[src/hw/cogc_pkg.sv]
// package for the channel 1 output group control block
// assumes an apb slave with 32-bit data, byte offsets scaled by four
package cogc_pkg;
   // register indices as printed; byte address is four times the index
   localparam logic [15:0] COGC_IDX_PWR_CAL = 16'h2200;
   localparam logic [15:0] COGC_IDX_GROUP = 16'h2201;
   localparam logic [17:0] COGC_ADDR_PWR_CAL = {COGC_IDX_PWR_CAL, 2'b00};
   localparam logic [17:0] COGC_ADDR_GROUP = {COGC_IDX_GROUP, 2'b00};
   localparam logic [7:0] COGC_RST_PWR_CAL = 8'h00;
   localparam logic [7:0] COGC_RST_GROUP = 8'h00;
   localparam logic [7:0] COGC_MASK_PWR_CAL = 8'h03;
   localparam logic [7:0] COGC_MASK_GROUP = 8'h0F;
   localparam int COGC_BIT_PWRDN = 0;
   localparam int COGC_BIT_CAL = 1;
   localparam int COGC_BIT_BURST = 0;
   localparam int COGC_BIT_MUTE = 1;
   localparam int COGC_BIT_RESET = 2;
   localparam int COGC_BIT_SYNC = 3;
   localparam int COGC_NUM_OUT = 4;
   localparam int COGC_PHASE_W = 2;
   typedef enum logic [1:0] {
      COGC_DRV_RUN = 2'b00,
      COGC_DRV_WAIT_MUTE = 2'b01,
      COGC_DRV_MUTED = 2'b10,
      COGC_DRV_WAIT_RUN = 2'b11
   } cogc_drv_state_t;
endpackage

[src/hw/cogc_shadow.sv]
// shadow buffer: a written value passes on only at the update strobe
// assumes the update strobe is a one-cycle pulse on i_mclk
`timescale 1ns/10ps
module cogc_shadow (
   input wire logic i_mclk,
   input wire logic i_rst,
   input wire logic i_update,
   input wire logic i_value,
   output logic o_value
);
   import cogc_pkg::*;
   logic value_q;
   logic value_d;
   always_comb begin
      value_d = i_update ? i_value : value_q;
   end
   always_ff @(posedge i_mclk) begin
      if (i_rst) begin
         value_q <= 1'b0;
      end else begin
         value_q <= value_d;
      end
   end
   assign o_value = value_q;
endmodule

[src/hw/cogc_driver.sv]
// one output driver mute sequencer, runt free by waiting for a low phase, except that i_mute_now mutes at once
// assumes i_phase is the divided clock level of this output
`timescale 1ns/10ps
module cogc_driver (
   input wire logic i_mclk,
   input wire logic i_rst,
   input wire logic i_phase,
   input wire logic i_mute_now,
   input wire logic i_mute_safe,
   output logic o_muted
);
   import cogc_pkg::*;
   cogc_drv_state_t state_q;
   cogc_drv_state_t state_d;
   always_comb begin
      state_d = state_q;
      case (state_q)
         COGC_DRV_RUN: begin
            if (i_mute_now) begin
               state_d = COGC_DRV_MUTED;
            end else if (i_mute_safe) begin
               state_d = COGC_DRV_WAIT_MUTE;
            end
         end
         COGC_DRV_WAIT_MUTE: begin
            if (i_mute_now || !i_phase) begin
               state_d = COGC_DRV_MUTED;
            end else if (!i_mute_safe) begin
               state_d = COGC_DRV_RUN;
            end
         end
         COGC_DRV_MUTED: begin
            if (!i_mute_now && !i_mute_safe) begin
               state_d = COGC_DRV_WAIT_RUN;
            end
         end
         COGC_DRV_WAIT_RUN: begin
            if (i_mute_now || i_mute_safe) begin
               state_d = COGC_DRV_MUTED;
            end else if (!i_phase) begin
               state_d = COGC_DRV_RUN;
            end
         end
         default: begin
            state_d = COGC_DRV_MUTED;
         end
      endcase
   end
   always_ff @(posedge i_mclk) begin
      if (i_rst) begin
         state_q <= COGC_DRV_RUN;
      end else begin
         state_q <= state_d;
      end
   end
   assign o_muted = (state_q == COGC_DRV_MUTED) || (state_q == COGC_DRV_WAIT_RUN);
endmodule

[src/hw/cogc_top.sv]
// channel 1 output group control: apb registers, calibration, drivers
// assumes apb master on i_mclk and an update strobe from the device
`timescale 1ns/10ps
module cogc_top (
   input wire logic i_mclk,
   input wire logic i_rst,
   input wire logic i_psel,
   input wire logic i_penable,
   input wire logic i_pwrite,
   input wire logic [31:0] i_paddr,
   input wire logic [31:0] i_pwdata,
   input wire logic [3:0] i_pstrb,
   output logic [31:0] o_prdata,
   output logic o_pready,
   output logic o_pslverr,
   input wire logic i_io_update,
   input wire logic [cogc_pkg::COGC_NUM_OUT-1:0] i_out_phase,
   output logic o_vco_cal_start,
   output logic o_channel_power_down,
   output logic o_divider_reset,
   output logic o_burst_request,
   output logic [cogc_pkg::COGC_NUM_OUT-1:0] o_out_p,
   output logic [cogc_pkg::COGC_NUM_OUT-1:0] o_out_n,
   output logic [cogc_pkg::COGC_NUM_OUT-1:0] o_out_oe
);
   import cogc_pkg::*;
   logic [7:0] pwr_cal_q;
   logic [7:0] pwr_cal_d;
   logic [7:0] group_q;
   logic [7:0] group_d;
   logic [31:0] prdata_q;
   logic [31:0] prdata_d;
   logic pready_q;
   logic pready_d;
   logic pslverr_q;
   logic pslverr_d;
   logic cal_armed_q;
   logic cal_armed_d;
   logic cal_start_q;
   logic cal_start_d;
   logic pwrdn_q;
   logic pwrdn_d;
   logic divrst_q;
   logic divrst_d;
   logic burst_q;
   logic burst_d;
   logic burst_shadow;
   logic [COGC_NUM_OUT-1:0] muted;
   logic [COGC_NUM_OUT-1:0] out_p_q;
   logic [COGC_NUM_OUT-1:0] out_p_d;
   logic [COGC_NUM_OUT-1:0] out_n_q;
   logic [COGC_NUM_OUT-1:0] out_n_d;
   logic [COGC_NUM_OUT-1:0] out_oe_q;
   logic [COGC_NUM_OUT-1:0] out_oe_d;
   logic setup;
   logic access;
   logic hit_pc;
   logic hit_gr;
   logic [17:0] word_addr;
   logic sync_on;
   logic [COGC_NUM_OUT-1:0] phase_gated;

   // apb slave, one wait-free access phase
   always_comb begin
      word_addr = i_paddr[17:0];
      setup = i_psel && !i_penable;
      access = i_psel && i_penable;
      hit_pc = (word_addr == COGC_ADDR_PWR_CAL) && (i_paddr[31:18] == 14'h0000);
      hit_gr = (word_addr == COGC_ADDR_GROUP) && (i_paddr[31:18] == 14'h0000);
      pwr_cal_d = pwr_cal_q;
      group_d = group_q;
      prdata_d = prdata_q;
      pready_d = 1'b0;
      pslverr_d = 1'b0;
      if (setup) begin
         pready_d = 1'b1;
         pslverr_d = !(hit_pc || hit_gr);
         prdata_d = 32'h0000_0000;
         if (!i_pwrite && hit_pc) begin
            prdata_d = {24'h00_0000, pwr_cal_q};
         end else if (!i_pwrite && hit_gr) begin
            prdata_d = {24'h00_0000, group_q};
         end
      end
      if (access && pready_q && i_pwrite && i_pstrb[0]) begin
         if (hit_pc) begin
            pwr_cal_d = i_pwdata[7:0] & COGC_MASK_PWR_CAL;
         end
         if (hit_gr) begin
            group_d = i_pwdata[7:0] & COGC_MASK_GROUP;
         end
      end
   end

   // calibration trigger, channel power and divider hold
   always_comb begin
      cal_armed_d = cal_armed_q;
      cal_start_d = 1'b0;
      if (i_io_update && cal_armed_q) begin
         cal_start_d = 1'b1;
         cal_armed_d = 1'b0;
      end
      if (pwr_cal_d[COGC_BIT_CAL] && !pwr_cal_q[COGC_BIT_CAL]) begin
         cal_armed_d = 1'b1;
      end
      pwrdn_d = pwr_cal_q[COGC_BIT_PWRDN];
      divrst_d = group_q[COGC_BIT_SYNC];
      burst_d = burst_shadow;
   end

   cogc_shadow u_burst_shadow (
      .i_mclk(i_mclk),
      .i_rst(i_rst),
      .i_update(i_io_update),
      .i_value(group_q[COGC_BIT_BURST]),
      .o_value(burst_shadow)
   );

   assign sync_on = group_q[COGC_BIT_SYNC];

   genvar g;
   generate
      for (g = 0; g < COGC_NUM_OUT; g++) begin : g_drv
         // sync holds the phase low; on release each output waits for its own low phase to unmute
         assign phase_gated[g] = i_out_phase[g] && !sync_on;
         cogc_driver u_drv (
            .i_mclk(i_mclk),
            .i_rst(i_rst),
            .i_phase(phase_gated[g]),
            .i_mute_now(group_q[COGC_BIT_RESET] || sync_on),
            .i_mute_safe(group_q[COGC_BIT_MUTE]),
            .o_muted(muted[g])
         );
      end
   endgenerate

   // output legs: muted is p low n high, powered down is tristate
   always_comb begin
      for (int i = 0; i < COGC_NUM_OUT; i++) begin
         out_oe_d[i] = !pwr_cal_q[COGC_BIT_PWRDN];
         if (muted[i] || sync_on) begin
            out_p_d[i] = 1'b0;
            out_n_d[i] = 1'b1;
         end else begin
            out_p_d[i] = i_out_phase[i];
            out_n_d[i] = !i_out_phase[i];
         end
      end
   end

   always_ff @(posedge i_mclk) begin
      if (i_rst) begin
         pwr_cal_q <= COGC_RST_PWR_CAL;
         group_q <= COGC_RST_GROUP;
         prdata_q <= 32'h0000_0000;
         pready_q <= 1'b0;
         pslverr_q <= 1'b0;
         cal_armed_q <= 1'b0;
         cal_start_q <= 1'b0;
         pwrdn_q <= 1'b0;
         divrst_q <= 1'b0;
         burst_q <= 1'b0;
         out_p_q <= '0;
         out_n_q <= '1;
         out_oe_q <= '1;
      end else begin
         pwr_cal_q <= pwr_cal_d;
         group_q <= group_d;
         prdata_q <= prdata_d;
         pready_q <= pready_d;
         pslverr_q <= pslverr_d;
         cal_armed_q <= cal_armed_d;
         cal_start_q <= cal_start_d;
         pwrdn_q <= pwrdn_d;
         divrst_q <= divrst_d;
         burst_q <= burst_d;
         out_p_q <= out_p_d;
         out_n_q <= out_n_d;
         out_oe_q <= out_oe_d;
      end
   end

   assign o_prdata = prdata_q;
   assign o_pready = pready_q;
   assign o_pslverr = pslverr_q;
   assign o_vco_cal_start = cal_start_q;
   assign o_channel_power_down = pwrdn_q;
   assign o_divider_reset = divrst_q;
   assign o_burst_request = burst_q;
   assign o_out_p = out_p_q;
   assign o_out_n = out_n_q;
   assign o_out_oe = out_oe_q;
endmodule

[config.mk]
export PLATFORM = sky130hd
export DESIGN_NAME = cogc_top
export DESIGN_NICKNAME = d
export VERILOG_FILES = /design/src/hw/cogc_pkg.sv /design/src/hw/cogc_shadow.sv /design/src/hw/cogc_driver.sv /design/src/hw/cogc_top.sv
export SDC_FILE = /design/constraint.sdc
export NUM_CORES = 1
export LEC_CHECK = 0
export ABC_AREA = 0
export BUFFER_PORTS_ARGS = -buffer_cell sky130_fd_sc_hd__buf_2
export CAP_MARGIN = 15
export CORE_ASPECT_RATIO = 2
export CORE_MARGIN = 5
export CORE_UTILIZATION = 35
export DETAILED_ROUTE_END_ITERATION = 8
export PLACE_DENSITY = 0.82
export SLEW_MARGIN = 0
export SYNTH_ARGS = -nofsm -noshare
export SYNTH_HDL_FRONTEND = slang
export SYNTH_SLANG_ARGS = --single-unit
[constraint.sdc]
create_clock -name i_mclk -period 1.6 [get_ports i_mclk]
set_input_delay 0.24 -clock i_mclk [delete_from_list [all_inputs] [get_ports i_mclk]]
set_output_delay 0.24 -clock i_mclk [all_outputs]
set_load 0.01 [all_outputs]
# After elaboration in Yosys (flattened, before gate mapping)
# Cells that the tools add are included.
# totals
regBits	63
latch_bits	0
mem_bits_rw	0
rom_bits	0
inputBits	78
output_inout_bits	50
word_cells	148
mem_count	0
# op_classes
addsub	0
n_mul	0
div_mod_pow	0
n_lt_le_gt_ge	0
n_eq_ne	30
shifts	0
muxes	28
bitwise	1
n_reduce_logical	64
# ops
operator	count
$eq 18x16->1 const B	2
$mux 2	18
$pmux 2 s4	4
$ne 3x3->1 const B	7
$eq 2x2->1 const B	8
$logic_and 1x1->1	16
$logic_not 1->1	16
$reduce_and 4->1	4
$logic_or 1x1->1	15
$ne 3x2->1 const B	5
$logic_not 14->1	1
$reduce_or 2->1	5
$eq 2x1->1 const B	4
$logic_not 2->1	4
$mux 4	2
$ne 2x2->1 const B	3
$mux 1	4
$reduce_and 2->1	2
$ne 2x1->1 const B	1
$reduce_bool 2->1	1
$not 1->1	1

# Longest topological paths before layout
# Gate-level depths: netlist of the first run.
# depth
word_depth	7
mapped_depth	4
mapped_depth_nobuf	4

# Modules after synthesis
# Synthesis of the first run repeated with hierarchy kept, for this count alone.
# unflattened
cells_unflattened	179
hier_area_um2	1739.2
# modules_own_cells
mod	instances	cells_per_inst	area_per_inst_um2	seq_area_each_um2
cogc_top	1	132	1290.0	520.5
cogc_driver	4	11	103.8	40.0
cogc_shadow	1	3	33.8	20.0

# Least setup slack after synthesis of the first run
# No wires, ideal clock.
# synth_path
kind	input-to-reg
startpoint	input port i_paddr[5]
endpoint	register group_q[3]
setup_ns	0.123
arrival_time_ns	1.482
required_ns	1.477
slack_ns	-0.005
path_stages	4
n_path_buf	0
path_cell_list	nor4_2 nand4_2 nor4_4 mux2_1
# synth_between
elab_chain_len	3
# synth_lines
item	line	text
start, declared	cogc_top.sv:10	input wire logic [31:0] i_paddr,
$eq 18x16->1	cogc_top.sv:69	hit_gr = (word_addr == COGC_ADDR_GROUP) && (i_paddr[31:18] == 14'h0000);
$logic_and 1x1->1	cogc_top.sv:69	
$reduce_and 2->1 (no source line)	-	
end signal, assigned	cogc_top.sv:168	group_q <= group_d;
end, declared	cogc_top.sv:29	logic [7:0] group_q;
# Every way passes these cells.
# A chain may end at the register's enable or synchronous reset.

# Worst setup path in the final report of the first run
# layout_path
startpoint	input port i_paddr[17]
endpoint	register prdata_q[0] (netlist: o_prdata[0])
# layout_between
elab_chain_len	5
word_cells_on_any_way	8
# layout_lines
item	line	text
$eq 18x16->1	cogc_top.sv:69	
$logic_and 1x1->1	cogc_top.sv:69	
$logic_and 1x1->1	cogc_top.sv:81	end else if (!i_pwrite && hit_gr) begin
$mux 4	cogc_top.sv:81	
$mux 4 *	cogc_top.sv:79	if (!i_pwrite && hit_pc) begin
end signal, assigned	cogc_top.sv:169	prdata_q <= prdata_d;
end, declared	cogc_top.sv:31	logic [31:0] prdata_q;
# Every way passes the cells marked *; elsewhere a longest branch is shown, timed or not.

==> results.md, run 1 <==
Min path:
- The worst hold path class is in -> reg.
- In this run the most critical hold path is launched from i_out_phase[2].
- Counting instances, the worst hold path has a depth of 2.

Setup path:
- Along the worst path, the maximum fanout reaches 5.
- The endpoint of the worst register-to-register path is o_prdata[0].
- The data required time of the critical path is approximately 1.8 ns.
- The signal arrival time at the worst endpoint is approximately 1.7 ns.
- The worst setup path is captured at a register.
- The maximum single-stage delay on the critical path is around 0.55 ns.
- The source of the worst register-to-register timing path is group_q[0].
- Measured in cells, the most critical reg-to-reg path has a length of 3.
- The worst setup path is of the in -> reg kind.
- Traced cell by cell, the critical path runs through buf_2 -> nor4_1 -> nand4_2 -> or4_1 -> a211oi_2.
- The end point of the critical path is o_prdata[0].
- The critical path crosses 5 cells after its start point.
- The critical path's top delay family is simple AND/OR/NAND/NOR gates.
- The worst setup path is launched from a primary input.
- The critical path's slowest cell is sky130_fd_sc_hd__or4_1.
- For flop-to-flop paths, the worst setup slack is 0.39 ns.
- The source of the critical timing path is i_paddr[17].
- The number of buffers and inverters on the critical path is 1.

Finish:
- The share of post-route cells with drive strength above 1 is between 30% and 40%.
- From synthesis to final layout, the design area changed by 26.9%.
- The footprint of the multi-input gates is 782 um2.
- The final net count is between 300 and 400.
- The number of antenna diodes in the final layout is 0.
- The count of fill cells added during filler insertion is roughly 470.
- The area taken by flip-flops and latches is 701 um2.

Die:
- The initial core utilization is between 30 and 40%.
- From bottom edge to top edge, the die measures between 100 and 150 um.
- The number of standard-cell rows in the floorplan is 35.
- The boundary pin count is 128.
- The die covers ~6200 um2.
- The floorplan step set the die width to between 50 and 60 um.
- The floorplan step defined a core boundary enclosing approximately 4600 um2.

Yosys:
- In this run the cell area of the synthesized design comes to 1640 um2.
- The most instantiated library cell after synthesis is sky130_fd_sc_hd__dfxtp_1.
- The number of distinct library cells after synthesis is 31.
- Counting flops with a built-in enable in the synthesized netlist gives 0.
- The proportion of register bits with asynchronous set or reset after synthesis is 0%.
- In the synthesized netlist, the number of instances is ~160.
- The top cell type's share of synthesized area is a little over two fifths.
- The largest total area in the synthesized netlist belongs to sky130_fd_sc_hd__dfxtp_1.
- Counting flops and latches in the post-synthesis netlist gives 35.
- For this run, the leading register cell type out of synthesis is sky130_fd_sc_hd__dfxtp_1.
- After synthesis, the cell types taking the most area are sky130_fd_sc_hd__dfxtp_1, sky130_fd_sc_hd__buf_4, sky130_fd_sc_hd__mux2i_1, sky130_fd_sc_hd__nand3b_1, sky130_fd_sc_hd__nor2b_1.
- The Yosys step of the flow raised 0 warnings.
- Ranked by instance count, the synthesized netlist is headed by sky130_fd_sc_hd__dfxtp_1, sky130_fd_sc_hd__buf_4, sky130_fd_sc_hd__nor2b_1.
- In this run the mean area of a mapped cell was ~10 um2.
- Sequential cells were found to cover around 43% of the synthesized design area.

Timing:
- Of the available clock period, the critical path in the final layout requires a little over nine tenths.
- Setup repair after global routing left no endpoint under its margin.
- The worst hold margin is ~0.18 ns.
- The final count of pins violating max slew is 0.
- Derived from the worst setup path, the maximum achievable clock frequency is between 0.6 and 0.7 GHz.
- The hold violation total from the final report is 0.
- The post-layout worst setup margin is between 0.06 and 0.07 ns.
- Counting I/O delays and the setup requirement, the final critical path takes 1.53 ns.
- On the final layout, the worst clock skew is 0.00810 ns.
- The final-report setup violation count is 0.

CTS:
- In this run the post-CTS setup repair buffer count came out at 0.
- TritonCTS built the clock tree.
- Hold repair after CTS inserted 0 buffers.
- The number of buffers on the longest clock path is 2.
- The number of cells upsized or downsized after cts is 0.
- The clock slew seen by the registers of the worst setup and hold paths is 0.08 ns.
- The buffer cell driving the clock tree root is sky130_fd_sc_hd__clkbuf_8.
- The number of clock buffers added by TritonCTS is 5.
- The number of sinks on the clock net is 35.
- The number of H-tree branching levels is 2.
- The clock latency on the worst-skew pair is ~0.29 ns.

Global routing:
- The via count of the first global-routing pass came to roughly 1.3k.
- The remaining global-route overflow is 0.
- Entering global routing, the biggest net connects 26 pins.
- The first global-routing pass estimated 5690 um of wire.
- The initial antenna violation count is 0.
- For this run, the total global-route usage over all layers was measured as 12.2%.

Place:
- The count of port buffers added during placement is ~70.
- Routability-driven placement finished with a final weighted congestion of around 0.8.
- At the placement stage, the worst setup path has a slack of -0.270 ns.
- The HPWL after detailed placement is approximately 3000 um.

Route:
- The via total after detailed routing is around 1.3k.
- The first-pass iteration count of the detailed router is 3.
- The average vias per placed instance is ~4.5.
- The count of nets left with antenna violations once routing finished came out at 0.
- The wire length after detailed routing is roughly 3600 um.
- The number of DRC markers in iteration 0 is 8.
- The average routed wire per standard cell is approximately 12 um.
- The total DRC errors in the routed layout is 0.

Status:
- The flow ran to the end, and the final reports show no timing, DRC or antenna violations.

Run:
- The tool flagged a number of max-cap violations equal to 0.

Pwr:
- In this run the power density over the cells is around 900 nW/um2.
- IR analysis of the VDD net gives a maximum drop of roughly 0.61 mV.
- The leakage power of the design is roughly 0.98 nW.
[registers in the layout, indices dropped and copies added, names as in the netlist]
signal / count
cal_armed_q: 1
g_drv.u_drv.state_q: 8
group_q: 4
o_burst_request: 1
o_channel_power_down: 1
o_divider_reset: 1
o_out_n: 4
o_out_oe: 1
o_out_p: 4
o_prdata: 4
o_pready: 1
o_pslverr: 1
o_vco_cal_start: 1
pwr_cal_q: 2
u_burst_shadow.o_value: 1
[routing by layer]
metal	global-route usage [%]	wire (um)
met4	8.46	114
met3	4.22	481
met1	9.84	1070
met5	0	0
met2	22.8	1940
[kinds of logic after synthesis]
kind of cell	after synthesis	synth area share [%]
compound gates	13	5.57
xor+xnor	4	2.14
buf+inv	40	16.3
flops	35	42.7
mux	9	5.57
other cells	1	0.229
simple gates	60	27.5
[where the power goes]
group / internal, mW / leakage (nW) / switching, mW
clock network: 0.464 / 0.0581 / 0.329
logic: 0.0740 / 0.633 / 0.104
registers: 0.886 / 0.285 / 0.00412
total: 1.42 / 0.976 / 0.437
[stage by stage]
step / util [%] / TNS (ns) / std cells / area (um2) / power (mW)
floorplan: - / -0.00548 / 189 / 1740 / 1.04
global placement: 42.6 / -1.58 / 285 / 1960 / 1.08
detailed placement: 42.6 / -1.84 / 285 / 1960 / 1.09
CTS: 45.0 / 0 / 293 / 2070 / 1.88
global route: 45.2 / 0 / 293 / 2080 / 1.94
finish: 45.2 / 0 / 293 / 2080 / 1.86
[worst register-to-register path: cells and delay by family (launching register included)]
family | cells | cell delay [ns]
muxes | 1 | 0.10
and+or+nand+nor | 1 | 0.42
AOI/OAI and AO/OA | 1 | 0.22
DFF | 1 | 0.39
[final cells by class]
type                       count  area share [%]
timing repair buffer          75            18.9
clock inverter                 3            2.11
clock buffer                   5            3.31
sequential                    35            33.7
tap                           55            3.31
inverter                       6            1.08
multi-input combinational    114            37.6
[worst min path at each step]
stage / endpoint / slack, ns
CTS: o_out_n[0] / 0.17
finish: o_out_n[2] / 0.18
global route: o_out_n[1] / 0.18
floorplan: o_channel_power_down / 0.32
global placement: o_burst_request / 0.46
detailed placement: o_prdata[2] / 0.46
[cell usage in the layout, fill, tap and decap left out, drive strengths merged, types with 4 or more instances in the layout]
cell and instances:
buf 75, dfxtp 35, conb 28, nor2b 9
nor4 9, nor2 8, nand3b 8, mux2i 8
nand2b 8, inv 6, nor3 6, clkbuf 5
o21ai 4, a21oi 4, xnor2 4
(Power assumes the default switching activity.)
==> run 2, diff against run 1 <==
--- a/config.mk
+++ b/config.mk
@@ -13,6 +13,7 @@
 export CORE_UTILIZATION = 35
 export DETAILED_ROUTE_END_ITERATION = 8
 export PLACE_DENSITY = 0.82
+export RECOVER_POWER = 100
 export SLEW_MARGIN = 0
 export SYNTH_ARGS = -nofsm -noshare
 export SYNTH_HDL_FRONTEND = slang
==> results.md, run 2 (synthesis gave the netlist of run 1 again) <==
Route:
- The number of DRC markers in iteration 0 is 13.
- The average vias per placed instance is between 4 and 5.
- The first-pass iteration count of the detailed router is 4.
- In the final routed layout, each cell accounts on average for ~12 um.
- For this run, design rule violations remaining after detail routing come to 0.
- The routed layout has between 1k and 1.5k vias.
- The final antenna-violating net count is 0.
- The wire length after detailed routing is 3620 um.

CTS:
- TritonCTS created 5 clock buffers.
- In this run the number of H-tree levels came out at 2.
- The number of hold buffers added after CTS was 0.
- TritonCTS built the clock tree.
- The tree built by TritonCTS fans out to 35 sinks.
- The clock slew seen by the registers of the worst setup and hold paths is 0.08 ns.
- Clock latency on the worst-skew pair, taken at its later pin, is around 0.29 ns.
- Clock tree synthesis selected as its root buffer the cell sky130_fd_sc_hd__clkbuf_8.
- The clock passes through at most 2 buffers.

Die:
- The initial core utilization is a little over a third.
- The total area inside the core boundary comes to roughly 4600 um2.
- The boundary pin count is ~130.
- The number of standard-cell rows in the floorplan is 35.
- The die covers 6230 um2.
- Measured along the x axis, the die boundary spans about 60 um.
- The die height is around 110 um.

Finish:
- The top cell types in the final layout, fill and taps aside, are sky130_fd_sc_hd__buf_2, sky130_fd_sc_hd__dfxtp_1, sky130_fd_sc_hd__conb_1.
- The non-filler instance count after layout is about 300.
- The most common library cell in the layout ignoring fill and taps is sky130_fd_sc_hd__buf_2.
- The area growth from synthesis to layout is 24.8%.
- The register with the most flip-flops in the layout has 8 of them.
- The number of antenna diodes in the final layout is 0.
- g_drv.u_drv.state_q holds more flip-flops than any other register.
- The final core utilization is 44.5%.
- The share of post-route cells with drive strength above 1 is roughly 30%.
- The final layout contains 315 nets.
- Fill cells in the final layout number 476.

Pwr:
- Per report_power, the combinational group accounts for a little under a tenth of the total.
- Dividing total power by cell area gives a power density of about 910 nW/um2.
- Summed over all cells, the static leakage comes to between 0.9 and 1 nW.
- Per report_power, the sequential group accounts for 47.9% of the total.
- The switching power as a share of total power is between 20% and 30%.
- The share of total power dissipated in the clock network is 42.8%.
- VDD sags by at most 0.611 mV.
- The internal power of the cells totals around 1.4 mW.
- Summed over all nets, the switching power comes to approximately 0.44 mW.

Status:
- The flow ran to the end, and the final reports show no timing, DRC or antenna violations.

Global routing:
- The maximum number of pins on one net before global-route repair is 26.
- Global routing finished with a remaining overflow of 0.
- The first global-routing pass estimated 5690 um of wire.
- The via count of the first global-routing pass was 1342.
- In the global route stage, overall resource usage came out at 12.2%.
- The initial antenna violation count is 0.

Timing:
- Setup repair after global routing left no endpoint under its margin.
- Setup violations remaining at the end of the flow were counted as 0.
- The worst path in the final design needs a cycle of 1.52 ns, including I/O delays and setup.
- The worst hold margin is about 0.18 ns.
- The final count of pins violating max slew is 0.
- The hold violation total from the final report is 0.
- Timing would allow up to 0.656 GHz.
- The worst clock skew on the final layout is ~0.009 ns.
- The portion of the clock cycle consumed by the worst path in the final layout is a little over nine tenths.

Setup path:
- The critical path's slowest cell is sky130_fd_sc_hd__or4_1.
- The worst setup path is captured at a register.
- The type of the setup path with the least slack is in -> reg.
- The worst register-to-register path begins at group_q[1].
- The number of buffer and inverter stages on the critical path is 1.
- The data required time of the critical path is approximately 1.8 ns.
- Traced cell by cell, the critical path runs through buf_2 -> nor4_1 -> nand4_2 -> or4_1 -> a211oi_2.
- The maximum single-stage delay on the critical path is roughly 0.54 ns.
- Among cell families on the critical path, the largest total delay comes from simple AND/OR/NAND/NOR gates.
- STA classifies the critical path startpoint as a primary input.
- The source of the critical timing path is i_paddr[17].
- The setup check on the worst reg-to-reg path leaves a slack of about 0.36 ns.
- Of all nets on the critical path, the largest fanout is 5.
- The signal arrival time at the worst endpoint is roughly 1.7 ns.

Place:
- The number of placed instances, taps included is 285.
- After legalization and detailed placement, the total HPWL measured just over 3000 um.
- The final weighted congestion of routability-driven global placement is between 0.7 and 0.8.
- Port buffering added 68 buffers.

Min path:
- The worst hold path class is in -> reg.
- The launch point of the worst hold path is i_out_phase[2].

Run:
- The tool flagged a number of max-cap violations equal to 0.
run 2: cell types whose count changed in the layout (fill, tap and decap cells not counted):
cell                       delta
sky130_fd_sc_hd__clkbuf_4     +2
sky130_fd_sc_hd__buf_2       -22
sky130_fd_sc_hd__clkbuf_1    +23
sky130_fd_sc_hd__clkbuf_2     +1
sky130_fd_sc_hd__buf_4        -4
run 2: final cells by class:
cell class | instances | area, um2 | area share (%)
Tap cell | 55 | 68.8 | 3.36
Inverter | 6 | 22.5 | 1.10
Sequential cell | 35 | 701 | 34.3
Timing Repair Buffer | 75 | 359 | 17.6
Multi-Input combinational cell | 114 | 782 | 38.2
Clock inverter | 3 | 43.8 | 2.14
Clock buffer | 5 | 68.8 | 3.36
run 2: metal layers:
metal  GRT usage (%)  routed length (um)  vias to the layer above
li1                -                   -                      649
met1            9.84                1080                      587
met2            22.8                1940                       83
met3            4.22                 480                        9
met4            8.46                 121                        0
met5               0                   0                        -
run 2: final timing paths:
path / cells after the start / to
worst max-delay path: 5 / o_prdata[0]
worst min-delay path: 2 / o_out_n[2]
worst max register to register: 4 / g_drv[3].u_drv.state_q[1]
worst min register to register: 1 / o_burst_request
run 2: repair_timing:
| item | 4_1_cts | 5_1_grt |
|---|---|---|
| buffers inserted | 0 | 0 |
| setup endpoints to repair | 0 | 1 |
| resized for setup | 0 | 1 |
run 2: metrics by stage:
step	instance area [um2]	setup WS [ns]	setup TNS (ns)	power [mW]
after global placement	1960	-0.235	-1.58	1.08
after global routing	2050	0.00324	0	1.93
after detailed placement	1960	-0.270	-1.84	1.09
after CTS	2070	0.0333	0	1.88
after floorplan	1740	-0.00548	-0.00548	1.04
final	2050	0.0765	0	1.86
run 2: power groups by stage:
| stage | Sequential, mW | Combinational (mW) | Clock (mW) |
|---|---|---|---|
| detailed placement | 0.911 | 0.176 | 0 |
| CTS | 0.891 | 0.177 | 0.814 |
| global placement | 0.910 | 0.172 | 0 |
| global route | 0.892 | 0.192 | 0.848 |
| finish | 0.891 | 0.174 | 0.796 |
| floorplan | 0.920 | 0.123 | 0 |
==> run 3, diff against run 2 <==
--- a/config.mk
+++ b/config.mk
@@ -6,13 +6,13 @@
 export NUM_CORES = 1
 export LEC_CHECK = 0
 export ABC_AREA = 0
-export BUFFER_PORTS_ARGS = -buffer_cell sky130_fd_sc_hd__buf_2
+export BUFFER_PORTS_ARGS = -buffer_cell sky130_fd_sc_hd__buf_4
 export CAP_MARGIN = 15
 export CORE_ASPECT_RATIO = 2
 export CORE_MARGIN = 5
 export CORE_UTILIZATION = 35
 export DETAILED_ROUTE_END_ITERATION = 8
-export PLACE_DENSITY = 0.82
+export PLACE_DENSITY = 0.75
 export RECOVER_POWER = 100
 export SLEW_MARGIN = 0
 export SYNTH_ARGS = -nofsm -noshare
==> results.md, run 3 (synthesis gave the netlist of run 1 again) <==
Route:
- The via total after detailed routing is roughly 1.3k.
- In this run the remaining antenna-violating nets after routing total 0.
- In the routed design, unresolved DRC markers number 0.
- In the routed layout, each cell is associated on average with a via count of around 4.5.
- For this run, the detailed router's first-pass iteration total came to 3.
- In the final routed layout, each cell accounts on average for approximately 12 um.
- In this run, the number of DRC markers left after iteration 0 of detailed routing was 11.
- The wire length after detailed routing is around 3700 um.

CTS:
- The CTS tree is built.
- Buffers added to address setup during post-CTS repair amount to 0.
- The clock latency on the worst-skew pair is ~0.29 ns.
- The cell sitting at the root of the clock tree is a sky130_fd_sc_hd__clkbuf_8.
- The number of sinks on the clock net is 35.
- For this design, the CTS-stage hold fixing added 0 buffers.
- The number of H-tree branching levels is 2.
- The number of buffers on the longest clock path is 2.
- The total clock buffers created by CTS is 5.
- Clock-pin slew was measured on the worst setup and hold paths at around 0.070 ns.

Finish:
- Of the cells placed in the final design, the portion with a size suffix greater than 1 is between 20 and 30%.
- Fill cells in the final layout number between 400 and 500.
- The library cell used most frequently in the layout, excluding fill and tap cells, is sky130_fd_sc_hd__buf_4.
- The register containing the most flip-flops in the final layout is g_drv.u_drv.state_q.
- The area growth from synthesis to layout is 30.3%.
- The register with the most flip-flops in the layout has 8 of them.
- Registers take between 700 and 800 um2.
- In the layout the commonest cells are sky130_fd_sc_hd__buf_4, sky130_fd_sc_hd__dfxtp_1, sky130_fd_sc_hd__conb_1.
- Cells fill a little under half of the core in the end.
- In the final layout, the multi-input gates occupy about 760 um2.
- The final net count is 315.
- The number of antenna diodes in the final layout is 0.

Setup path:
- Data on the critical path arrives at its endpoint at roughly 1.7 ns.
- The type of the setup path with the least slack is in -> reg.
- The maximum fanout encountered on the critical timing path is 6.
- The data required time of the critical path is about 1.8 ns.
- Traced cell by cell, the critical path runs through buf_4 -> nor4_2 -> nand4_2 -> or4_1 -> a211oi_1.
- The worst setup path is captured at a register.
- The kind of start point of the critical path is a primary input.
- The slowest stage of the critical path belongs to the cell sky130_fd_sc_hd__or4_1.
- The maximum single-stage delay on the critical path is 0.56 ns.

Global routing:
- The initial antenna violation count was 0.
- For met2 alone, demand over resource in global routing was 22.7%.
- The maximum number of pins on one net before global-route repair is 26.
- The via count of the first global-routing pass is approximately 1.4k.
- The total global routing track utilization is roughly an eighth.
- The met1 global-route usage is 10.8%.
- For this run, global-route usage on met3 was measured as around 3.1%.
- After global routing, the most crowded layer is met2.
- Global routing finished with a remaining overflow of 0.
- The first global-routing pass estimated ~5700 um of wire.

Timing:
- Dividing the final minimum period by the clock period gives 91.7%.
- Based on the critical path, the design can be clocked at up to 0.681 GHz.
- Hold is met by approximately 0.17 ns.
- The worst clock skew on the final layout is approximately 0.0048 ns.
- The final period demand of the worst path is between 1 and 1.5 ns.
- The final count of pins violating max slew is 0.
- Setup repair after global routing left no endpoint under its margin.
- Setup violations remaining at the end of the flow were counted as 0.
- The hold violation total from the final report is 0.
- The worst path meets setup with ~0.13 ns of slack.
- After routing, the total negative slack on setup checks comes to 0 ns.

Die:
- In this run the standard cell core region covers 4600 um2.
- The number of standard-cell rows in the floorplan is 35.
- The die is approximately 58 um wide.
- For this design the top-level I/O count stands at ~130.
- For this configuration, the core starts out at a cell density of between 30% and 40%.
- The die is approximately 110 um tall.
- The area of the die is slightly above 6000 um2.

Place:
- The post-placement setup slack is -0.267 ns.
- At the end of routability-driven placement, the weighted congestion stood at between 0.6 and 0.7.
- The HPWL after detailed placement is around 3100 um.
- The count of port buffers added during placement is between 60 and 70.

Run:
- The tool flagged a number of max-cap violations equal to 0.

Pwr:
- The overall power of the completed layout is between 1.5 and 2 mW.
- The power density of the placed cells is around 880 nW/um2.
- For this design the static power due to leakage is just over 0.9 nW.
- The largest voltage drop on the vdd net is approximately 0.6 mV.

Min path:
- The worst hold path class is in -> reg.

Status:
- The flow ran to the end, and the final reports show no timing, DRC or antenna violations.
-- run 3: cell count changes in the layout (fill, tap and decap cells not counted), sizes merged --
| cell | delta |
|---|---|
| buf | -2 |
| clkbuf | +2 |
-- run 3: timing repair --
action                                 CTS  global route
setup endpoints to repair                0             4
endpoints found under the hold margin    0             0
gates resized for setup                  0             1
-- run 3: cell type report --
class | instances | share of cell area, %
well taps | 55 | 3.22
inverters | 6 | 1.05
clock buffers | 5 | 3.22
repair buffers | 75 | 22.0
flip-flops and latches | 35 | 32.8
clock inverters | 3 | 2.05
multi-input cells | 114 | 35.6
-- run 3: final timing paths --
check / to / slack (ns) / cells past startpoint / startpoint
worst max-delay path: o_prdata[1] / 0.13 / 5 / i_paddr[5]
worst min-delay path: o_out_n[2] / 0.17 / 2 / i_out_phase[2]
worst max register to register: o_prdata[0] / 0.35 / 3 / group_q[0]
worst min register to register: o_burst_request / 0.47 / 1 / u_burst_shadow.o_value
-- run 3: routing by layer --
metal / wire length (um) / vias to the layer above / share of wire (%)
met3: 347 / 8 / 9.5
met1: 1200 / 581 / 33
met4: 136 / 0 / 3.7
li1: - / 643 / -
met2: 1980 / 79 / 54
met5: 0 / - / 0
-- run 3: where the power goes --
group          switching, mW  total (mW)  leakage (nW)  internal [mW]
Clock                  0.329       0.793        0.0581          0.464
Sequential           0.00488       0.891         0.285          0.886
Combinational          0.101       0.200         0.586         0.0986
-- run 3: through the flow --
stage,area [um2],std cells
after global placement,2130,285
after global routing,2140,293
after floorplan,1740,189
after CTS,2240,293
final,2140,293
after detailed placement,2130,285
-- run 3: critical path, delay by kind of cell --
| family | cells | cell delay (ns) |
|---|---|---|
| buffers and inverters | 1 | 0.11 |
| AO/OA/AOI/OAI | 1 | 0.25 |
| AND/OR/NAND/NOR | 3 | 1.06 |
